--- src/inc/key_guard_defines.svh ---
// Summary of operation
// - After power-up, once the first refresh delay (about 66 ms) has passed, all four access-key bytes are cleared to zero.
// - With the key-check enable setting at 255, guarded writes are accepted only after the correct 32-bit key is loaded.
// - Key protection covers the time, control, user RAM, configuration and user non-volatile registers.
// - All 32 loaded key bits are compared with the 32 stored key bits from the RAM mirror.
// - The key is built from bytes at 39h (bits 7:0), 3Ah (15:8), 3Bh (23:16) and 3Ch (31:24).
// - The key byte registers are write-only and always read back as zero.
// - The pointer register at 3Dh gives the byte address for direct non-volatile access.
// - The pointer register is always readable but its writes are key-guarded.
`ifndef KEY_GUARD_DEFINES_SVH
`define KEY_GUARD_DEFINES_SVH
`define KEY_BYTE0_ADDR     8'h39
`define KEY_BYTE1_ADDR     8'h3A
`define KEY_BYTE2_ADDR     8'h3B
`define KEY_BYTE3_ADDR     8'h3C
`define NV_PTR_ADDR        8'h3D
`define NV_PTR_RESET       8'hC0
`define KEY_BYTE_RESET     8'h00
`define KEY_ENABLE_VALUE   8'hFF
`define FIRST_REFRESH_MS   66
`define CLK_FREQ_KHZ       50000
`define FIRST_REFRESH_CYC  (`FIRST_REFRESH_MS * `CLK_FREQ_KHZ)
`endif

--- src/inc/key_guard_pkg.sv ---
package key_guard_pkg;
  typedef enum logic [1:0] {
    ST_WAIT_REFRESH,
    ST_CLEAR_KEY,
    ST_RUN
  } guard_state_t;
endpackage

--- src/hdl/key_cmp.sv ---
`timescale 1ns/100ps
// registered key compare; enable and match fold into one write permission
module key_cmp #(
  parameter int KEY_W = 32
) (
  input  wire logic             mclk_in,
  input  wire logic             resetn_in,
  input  wire logic [KEY_W-1:0] loaded_key_in,
  input  wire logic [KEY_W-1:0] stored_key_in,
  input  wire logic [7:0]       enable_setting_in,
  output logic                  write_ok_out
);
  `include "key_guard_defines.svh"
  logic write_ok_r;
  logic write_ok_nxt;

  // full-width compare; registered to keep the decode path short
  always_comb begin
    write_ok_nxt = (enable_setting_in != `KEY_ENABLE_VALUE) ||
                   (loaded_key_in == stored_key_in);
  end

  always_ff @(posedge mclk_in or negedge resetn_in) begin
    if (!resetn_in) begin
      write_ok_r <= 1'b0;
    end else begin
      write_ok_r <= write_ok_nxt;
    end
  end

  assign write_ok_out = write_ok_r;

  property p_cmp_lock;
    @(posedge mclk_in) disable iff (!resetn_in)
      (enable_setting_in == `KEY_ENABLE_VALUE &&
       loaded_key_in != stored_key_in) |=> !write_ok_r;
  endproperty
  a_cmp_lock: assert property (p_cmp_lock)
    else $error("mismatching key left writes open");

  property p_cmp_open;
    @(posedge mclk_in) disable iff (!resetn_in)
      (enable_setting_in != `KEY_ENABLE_VALUE) |=> write_ok_r;
  endproperty
  a_cmp_open: assert property (p_cmp_open)
    else $error("writes locked with key check off");
endmodule

--- src/hdl/key_guard.sv ---
`timescale 1ns/100ps
`include "key_guard_defines.svh"
module key_guard
  import key_guard_pkg::*;
#(
  parameter int REFRESH_CYCLES = `FIRST_REFRESH_CYC
) (
  input  wire logic        mclk_in,
  input  wire logic        resetn_in,
  input  wire logic [7:0]  addr_in,
  input  wire logic [7:0]  wdata_in,
  input  wire logic        wr_in,
  input  wire logic        rd_in,
  output logic      [7:0]  rdata_out,
  input  wire logic [7:0]  key_check_enable_setting_in,
  input  wire logic [31:0] stored_key_bytes_in,
  input  wire logic        guarded_target_in,
  output logic             guarded_wr_out,
  output logic      [7:0]  nonvolatile_byte_pointer_field_out,
  output logic             write_unlocked_out
);
  // refresh default needs the macros before the header, so included above
  guard_state_t state_r;
  guard_state_t state_nxt;
  logic [31:0]  delay_r;
  logic [31:0]  delay_nxt;
  logic [7:0]   key_r [4];
  logic [7:0]   key_nxt [4];
  logic [31:0]  access_key;
  logic [7:0]   ptr_r;
  logic [7:0]   ptr_nxt;
  logic [7:0]   rdata_r;
  logic [7:0]   rdata_nxt;
  logic         gwr_r;
  logic         gwr_nxt;
  logic         write_ok;
  logic         key_hit;
  logic [1:0]   key_idx;

  assign access_key = {key_r[3], key_r[2], key_r[1], key_r[0]};

  key_cmp #(
    .KEY_W(32)
  ) u_cmp (
    .mclk_in          (mclk_in),
    .resetn_in        (resetn_in),
    .loaded_key_in    (access_key),
    .stored_key_in    (stored_key_bytes_in),
    .enable_setting_in(key_check_enable_setting_in),
    .write_ok_out     (write_ok)
  );

  // key byte decode; the four offsets are contiguous
  always_comb begin
    key_hit = (addr_in >= `KEY_BYTE0_ADDR) && (addr_in <= `KEY_BYTE3_ADDR);
    key_idx = 2'(addr_in - `KEY_BYTE0_ADDR);
  end

  // power-up sequencer: keys wiped once refresh delay has elapsed
  always_comb begin
    state_nxt = state_r;
    delay_nxt = delay_r;
    case (state_r)
      ST_WAIT_REFRESH: begin
        if (delay_r >= 32'(REFRESH_CYCLES - 1)) begin
          state_nxt = ST_CLEAR_KEY;
        end else begin
          delay_nxt = delay_r + 32'h0000_0001;
        end
      end
      ST_CLEAR_KEY: state_nxt = ST_RUN;
      ST_RUN:       state_nxt = ST_RUN;
      default:      state_nxt = ST_WAIT_REFRESH;
    endcase
  end

  always_ff @(posedge mclk_in or negedge resetn_in) begin
    if (!resetn_in) begin
      state_r <= ST_WAIT_REFRESH;
      delay_r <= 32'h0000_0000;
    end else begin
      state_r <= state_nxt;
      delay_r <= delay_nxt;
    end
  end

  // key bytes: writes always land, the clear step overrides them
  // a write in the clear cycle is lost; software should wait for unlock
  always_comb begin
    for (int i = 0; i < 4; i++) begin
      key_nxt[i] = key_r[i];
    end
    if (state_r == ST_CLEAR_KEY) begin
      for (int i = 0; i < 4; i++) begin
        key_nxt[i] = `KEY_BYTE_RESET;
      end
    end else if (wr_in && key_hit) begin
      key_nxt[key_idx] = wdata_in;
    end
  end

  generate
    for (genvar g = 0; g < 4; g++) begin : g_key
      always_ff @(posedge mclk_in or negedge resetn_in) begin
        if (!resetn_in) begin
          key_r[g] <= `KEY_BYTE_RESET;
        end else begin
          key_r[g] <= key_nxt[g];
        end
      end
    end
  endgenerate

  // pointer and guarded strobe; the key bytes themselves are never guarded
  always_comb begin
    ptr_nxt = ptr_r;
    gwr_nxt = 1'b0;
    if (wr_in && write_ok) begin
      if (addr_in == `NV_PTR_ADDR) begin
        ptr_nxt = wdata_in;
      end
      gwr_nxt = guarded_target_in;
    end
  end

  // read path: key bytes read zero, pointer always readable
  always_comb begin
    rdata_nxt = 8'h00;
    if (rd_in) begin
      if (key_hit) begin
        rdata_nxt = 8'h00;
      end else if (addr_in == `NV_PTR_ADDR) begin
        rdata_nxt = ptr_r;
      end
    end
  end

  always_ff @(posedge mclk_in or negedge resetn_in) begin
    if (!resetn_in) begin
      ptr_r   <= `NV_PTR_RESET;
      gwr_r   <= 1'b0;
      rdata_r <= 8'h00;
    end else begin
      ptr_r   <= ptr_nxt;
      gwr_r   <= gwr_nxt;
      rdata_r <= rdata_nxt;
    end
  end

  assign rdata_out                         = rdata_r;
  assign guarded_wr_out                    = gwr_r;
  assign nonvolatile_byte_pointer_field_out = ptr_r;
  assign write_unlocked_out                = write_ok;

  property p_key_reads_zero;
    @(posedge mclk_in) disable iff (!resetn_in)
      (rd_in && key_hit) |=> (rdata_out == 8'h00);
  endproperty
  a_key_reads_zero: assert property (p_key_reads_zero)
    else $error("key byte read not zero");

  property p_clear_keys;
    @(posedge mclk_in) disable iff (!resetn_in)
      (state_r == ST_CLEAR_KEY) |=> (access_key == 32'h0000_0000);
  endproperty
  a_clear_keys: assert property (p_clear_keys)
    else $error("keys not cleared after refresh delay");

  property p_locked_ptr;
    @(posedge mclk_in) disable iff (!resetn_in)
      (wr_in && !write_ok && addr_in == `NV_PTR_ADDR)
        |=> $stable(ptr_r);
  endproperty
  a_locked_ptr: assert property (p_locked_ptr)
    else $error("locked pointer write changed pointer");

  property p_unlocked_ptr;
    @(posedge mclk_in) disable iff (!resetn_in)
      (wr_in && write_ok && addr_in == `NV_PTR_ADDR)
        |=> (ptr_r == $past(wdata_in));
  endproperty
  a_unlocked_ptr: assert property (p_unlocked_ptr)
    else $error("unlocked pointer write lost");

  property p_ptr_read;
    @(posedge mclk_in) disable iff (!resetn_in)
      (rd_in && addr_in == `NV_PTR_ADDR) |=> (rdata_out == $past(ptr_r));
  endproperty
  a_ptr_read: assert property (p_ptr_read)
    else $error("pointer read wrong");

  property p_guard_strobe;
    @(posedge mclk_in) disable iff (!resetn_in)
      guarded_wr_out |-> $past(write_ok) && $past(wr_in);
  endproperty
  a_guard_strobe: assert property (p_guard_strobe)
    else $error("guarded strobe without permission");

  property p_key_assembly;
    @(posedge mclk_in) disable iff (!resetn_in)
      (wr_in && addr_in == `KEY_BYTE3_ADDR && state_r == ST_RUN)
        |=> (access_key[31:24] == $past(wdata_in));
  endproperty
  a_key_assembly: assert property (p_key_assembly)
    else $error("key byte three misplaced");

  property p_enabled_lock;
    @(posedge mclk_in) disable iff (!resetn_in)
      (key_check_enable_setting_in == `KEY_ENABLE_VALUE &&
       access_key != stored_key_bytes_in) ##1
      (key_check_enable_setting_in == `KEY_ENABLE_VALUE &&
       wr_in) |=> !guarded_wr_out;
  endproperty
  a_enabled_lock: assert property (p_enabled_lock)
    else $error("guarded write taken with wrong key");

  // sequencer: no early wipe, exactly one clear cycle, then run for good
  property p_wait_no_clear;
    @(posedge mclk_in) disable iff (!resetn_in)
      (state_r == ST_WAIT_REFRESH && delay_r < 32'(REFRESH_CYCLES - 1))
        |=> (state_r == ST_WAIT_REFRESH);
  endproperty
  a_wait_no_clear: assert property (p_wait_no_clear)
    else $error("key wipe before refresh delay");

  property p_wait_to_clear;
    @(posedge mclk_in) disable iff (!resetn_in)
      (state_r == ST_WAIT_REFRESH && delay_r >= 32'(REFRESH_CYCLES - 1))
        |=> (state_r == ST_CLEAR_KEY);
  endproperty
  a_wait_to_clear: assert property (p_wait_to_clear)
    else $error("key wipe missed after refresh delay");

  property p_clear_once;
    @(posedge mclk_in) disable iff (!resetn_in)
      (state_r == ST_CLEAR_KEY) |=> (state_r == ST_RUN);
  endproperty
  a_clear_once: assert property (p_clear_once)
    else $error("clear step lasted more than one cycle");

  property p_run_holds;
    @(posedge mclk_in) disable iff (!resetn_in)
      (state_r == ST_RUN) |=> (state_r == ST_RUN);
  endproperty
  a_run_holds: assert property (p_run_holds)
    else $error("sequencer left run state");

  // key writes land in the byte picked by the offset, guarded or not
  property p_key_write_lands;
    @(posedge mclk_in) disable iff (!resetn_in)
      (wr_in && key_hit && state_r != ST_CLEAR_KEY)
        |=> (key_r[$past(key_idx)] == $past(wdata_in));
  endproperty
  a_key_write_lands: assert property (p_key_write_lands)
    else $error("key byte write lost");

  property p_key_byte0;
    @(posedge mclk_in) disable iff (!resetn_in)
      (wr_in && addr_in == `KEY_BYTE0_ADDR && state_r != ST_CLEAR_KEY)
        |=> (access_key[7:0] == $past(wdata_in));
  endproperty
  a_key_byte0: assert property (p_key_byte0)
    else $error("key byte zero misplaced");

  property p_key_byte1;
    @(posedge mclk_in) disable iff (!resetn_in)
      (wr_in && addr_in == `KEY_BYTE1_ADDR && state_r != ST_CLEAR_KEY)
        |=> (access_key[15:8] == $past(wdata_in));
  endproperty
  a_key_byte1: assert property (p_key_byte1)
    else $error("key byte one misplaced");

  property p_key_byte2;
    @(posedge mclk_in) disable iff (!resetn_in)
      (wr_in && addr_in == `KEY_BYTE2_ADDR && state_r != ST_CLEAR_KEY)
        |=> (access_key[23:16] == $past(wdata_in));
  endproperty
  a_key_byte2: assert property (p_key_byte2)
    else $error("key byte two misplaced");

  // pointer moves only on its own write; a stray change would misaddress
  property p_ptr_idle;
    @(posedge mclk_in) disable iff (!resetn_in)
      !(wr_in && addr_in == `NV_PTR_ADDR) |=> $stable(ptr_r);
  endproperty
  a_ptr_idle: assert property (p_ptr_idle)
    else $error("pointer changed without a write");

  property p_locked_no_strobe;
    @(posedge mclk_in) disable iff (!resetn_in)
      (wr_in && !write_ok) |=> !guarded_wr_out;
  endproperty
  a_locked_no_strobe: assert property (p_locked_no_strobe)
    else $error("guarded strobe while locked");

  property p_unlocked_strobe;
    @(posedge mclk_in) disable iff (!resetn_in)
      (wr_in && write_ok && guarded_target_in)
        |=> guarded_wr_out;
  endproperty
  a_unlocked_strobe: assert property (p_unlocked_strobe)
    else $error("permitted guarded write dropped");

  // read data are zero outside the cycle after a read strobe
  property p_idle_rdata;
    @(posedge mclk_in) disable iff (!resetn_in)
      !rd_in |=> (rdata_out == 8'h00);
  endproperty
  a_idle_rdata: assert property (p_idle_rdata)
    else $error("read data without a read");

  property p_unmapped_read;
    @(posedge mclk_in) disable iff (!resetn_in)
      (rd_in && !key_hit && addr_in != `NV_PTR_ADDR)
        |=> (rdata_out == 8'h00);
  endproperty
  a_unmapped_read: assert property (p_unmapped_read)
    else $error("unmapped read not zero");
endmodule

--- config.mk ---
export PLATFORM = sky130hd
export DESIGN_NAME = key_guard
export DESIGN_NICKNAME = d
export VERILOG_FILES = /design/src/inc/key_guard_pkg.sv /design/src/hdl/key_cmp.sv /design/src/hdl/key_guard.sv
export VERILOG_INCLUDE_DIRS = /design/src /design/src/inc
export SDC_FILE = /design/constraint.sdc
export NUM_CORES = 1
export LEC_CHECK = 0
export BUFFER_PORTS_ARGS = -buffer_cell sky130_fd_sc_hd__buf_2
export CORE_MARGIN = 2
export CORE_UTILIZATION = 43
export CTS_CLUSTER_DIAMETER = 50
export DETAILED_ROUTE_END_ITERATION = 8
export GPL_ROUTABILITY_DRIVEN = 0
export PLACE_DENSITY = 0.65
export SETUP_SLACK_MARGIN = 0.1
export SLEW_MARGIN = 20
export SYNTH_ARGS = -nofsm -noshare
export SYNTH_HDL_FRONTEND = slang
export SYNTH_HIERARCHICAL = 1
export SYNTH_SLANG_ARGS = --single-unit
--- constraint.sdc ---
create_clock -name mclk_in -period 2.4 [get_ports mclk_in]
set_input_delay 0.12 -clock mclk_in [delete_from_list [all_inputs] [get_ports mclk_in]]
set_output_delay 0.12 -clock mclk_in [all_outputs]
set_load 0.03 [all_outputs]
==> results <==
- Across the run, the number of max-cap violations was 0.
- For this run, the number of Yosys warnings is 6.
- Clock latency on the worst-skew pair, taken at its later pin, is 350 ps.
- The run finished with clean final reports.
- The classification of the worst setup path is flop to flop.
- The met1 demand-to-capacity share in global routing is 23.3%.
- The count of buffers inserted at the top-level ports is 78.
- The detailed router placed 2712 vias in this run.
- The element type at the critical path start is a flop.
- The number of setup violations in the final report is 0.
- The number of antenna diodes in the final layout is 0.
- The sequential cell area fraction in the yosys report is 54.1%.
- The clock sink total is 84.
- Power spread over the standard cell area amounts to 604 nW/um2.
- The final wirelength is 8170 um.
- The total area inside the core boundary comes to 8760 um2.
- Relative to the synthesized area, the layout overhead comes to 20.0%.
- The synthesized design contains 84 register bits.
- When the netlist entered floorplanning its net count stood at 403.
- The cell area that synthesis handed to floorplanning was 3890 um2.
- The number of gates resized after CTS was 0.
- The largest fanout on the critical path is 4.
- The initial core utilization is 44.4%.
- For this run, global-route usage on met3 was measured as 4.50%.
- The layer with the highest usage after global routing is met2.
- The final-report hold violation count is 0.
- Clock tree synthesis inserted a total of 9 buffers.
- In this run, distinct cell masters in the synthesized netlist total 39.
- The gate count after technology mapping is 339.
- The layout cell share with drive strength beyond 1 is 29.3%.
- Across every metal layer, demand over resource in global routing totals 17.6%.
- The signal on the critical path passes through nor4b_2 -> nand4_1 -> nor4_1 -> nor4_1 -> xor2_1.
- Setup repair after global routing could not meet its margin everywhere.
- Dividing the synthesized area by the synthesized cell count gives 11.5 um2.
- The peak clock frequency supported by timing is 466 MHz.
- The clock arrives with 14.4 ps of skew.
- Counting along the longest clock path gives a buffer depth of 2.
- After the first detailed-routing iteration, the DRC count stood at 58.
- Of the post-synthesis cell area, the dominant cell type holds 52.7%.
- The via density per instance is 5.11.
- The wire length of the first global-routing pass is 13700 um.
- The leakage power is 2.53 nW.
- The maximum number of pins on one net before global-route repair is 55.
- By area the synthesized netlist is led by dfrtp_1 (53%), xor2_1 (11%), mux2i_1 (8.2%), nor2_1 (3.7%), nor4_1 (3.4%).
- The worst-case IR drop observed on VDD is 0.244 mV.
- The transition time at the pin with the least slew margin is 744 ps.
- The post-route total power is 0.00282 W.
- Once detail routing completed, the nets flagged for antenna violations numbered 0.
- The die width is 99.1 um.
- TritonCTS built the clock tree.
- The minimum clock period is 2150 ps.
- STA puts the critical path data arrival time at 2370 ps.
- The tightest min-delay check is of the input pin to flop type.
- After layout, the worst path uses 89.4% of the clock period.
- In this run the clock root is driven by a clkbuf_8.
- The final routed DRC violation total is 0.
- At the worst endpoint, the required time is 2620 ps.
- The number of slew-limit violations in the final report is 0.
- The initial antenna violation count came to 0.
- Global routing finished with a remaining overflow of 0.
- The full die area is 9830 um2.
- The vertical die dimension is 99.1 um.
- Before antenna repair, the detailed router went through 4 iterations.
- After clock tree synthesis, the clock-pin slew on the worst setup and hold paths is 90 ps.
- The via count of the first global-routing pass is 2791.
- The met2 routing resource usage after global routing is 29.2%.
- The worst setup path is captured at a flop.
- The final-layout setup total negative slack is 0 ps.
- The post-layout net count is 482.
- In the final routed layout, each cell accounts on average for 15.4 um.
- The slowest stage of the critical path is the nor4_1 cell.
- 79 I/O pins were placed.
- The maximum level of the CTS H-tree is 3.
- On the worst path, the slowest cell contributes a delay of 720 ps.
- Summed over all nets, the half-perimeter wirelength after detailed placement is 5960 um.
- After floorplanning, the core was divided into 34 placement rows.
- The most numerous cell type found on the critical path is nor4_1.
- In this run the tightest slew margin relative to its limit is 50.0%.
- dfrtp_1 takes more of the synthesized area than any other cell.
per-stage QoR:
step           hold slack (ps)  utilization (%)  cells  cell area (um2)  setup WS, ps
3_3_place_gp               208             50.4    513             4420           318
5_1_grt                   2.46             53.3    531             4670          90.3
2_1_floorplan             -176                -    339             3890           404
4_1_cts                   3.39             53.2    530             4660           223
6_report                  21.1             53.3    531             4670           254
3_5_place_dp               206             50.4    513             4420           234
cell usage after synthesis (all sizes together):
master,instances
nand2,11
nor4b,2
nor2,41
a31o,1
a211oi,1
nor3b,1
nand4,10
and3,3
or2,2
o21ai,1
or3,1
mux2,10
buf,3
and2,10
xnor2,2
nor4,21
mux2i,32
inv,3
a21oi,1
nand3b,1
dfrtp,82
o21a,1
o221ai,1
ha,3
nand4b,1
nor3,7
or4,4
o31a,1
xor2,50
or4b,2
and4,2
clkbuf,17
nand3,8
dfstp,2
o41ai,1
worst paths after layout:
path	slack [ps]	cells after the start	to	startpoint
setup / recovery	250	5	delay_r[12]$_DFFE_PN0P_	delay_r[19]$_DFFE_PN0P_
hold / removal	20	2	guarded_wr_out$_DFF_PN0_	guarded_target_in
setup reg to reg	250	5	delay_r[12]$_DFFE_PN0P_	delay_r[19]$_DFFE_PN0P_
hold reg to reg	380	0	delay_r[28]$_DFFE_PN0P_	delay_r[28]$_DFFE_PN0P_
max in group asynchronous	1360	3	nonvolatile_byte_pointer_field_out[6]$_DFFE_PN1P_	resetn_in
min in group asynchronous	340	2	access_key[17]$_DFFE_PN0P_	resetn_in
layout by cell type, fill, tap and decap left out, types with 3 or more instances in the layout:
cell type / instances
xor2_1: 50
or4_1: 4
mux2i_1: 32
buf_4: 8
nor2_2: 3
buf_2: 77
nand3_1: 8
mux2_2: 10
and3_1: 3
clkinv_4: 3
nor3_1: 7
nor2_1: 38
clkbuf_8: 10
and2_1: 10
inv_1: 3
dfrtp_1: 82
nor4_1: 21
nand2_1: 11
nand4_1: 10
ha_1: 3
kinds of logic after synthesis:
| group | Yosys count | synth area share (%) |
|---|---|---|
| and+or+nand+nor | 127 | 17.7 |
| AOI/OAI and AO/OA | 8 | 2.03 |
| adders and majority gates | 3 | 0.965 |
| DFF | 84 | 54.1 |
| muxes | 42 | 11.1 |
| xor gates and xnor gates | 52 | 11.7 |
| buffers and inverters | 23 | 2.44 |
final cells by class:
class / instances / area, um2
Timing Repair Buffer: 88 / 495
Clock inverter: 6 / 95.1
Sequential cell: 84 / 2100
Multi-Input combinational cell: 232 / 1690
Fill cell: 793 / 4090
Inverter: 3 / 11.3
Tap cell: 108 / 135
Clock buffer: 10 / 138
repair_timing:
item                                   CTS  global route
setup endpoints to repair                0             3
hold buffers                             1             0
buffers inserted                         0             1
endpoints found under the hold margin   53             0
layer usage:
metal | routed length (um) | vias up | part of all wire [%]
met2 | 3970 | 82 | 49
met3 | 513 | 7 | 6.3
met1 | 3620 | 1287 | 44
met5 | 0 | - | 0
met4 | 68 | 0 | 0.83
li1 | - | 1336 | -
power by group:
part | switching (W) | leakage, nW | internal (W)
Clock | 0.000525 | 0.117 | 0.000624
Combinational | 0.000112 | 1.27 | 0.0000893
Sequential | 0.0000225 | 1.14 | 0.00145
Total | 0.000659 | 2.53 | 0.00216
critical path: cells and delay by family (launching register included):
kind	cells	cell delay, ps
simple gates	4	1420
xor+xnor	1	170
flops	1	440
flip-flops by register name, summed over array words and instances, names as in the netlist:
name and flops:
nonvolatile_byte_pointer_field_out 8, state_r 2, access_key 32, rdata_out 8, guarded_wr_out 1, u_cmp/write_ok_out 1, delay_r 32
Note: power is estimated with default switching activity, not from simulation.
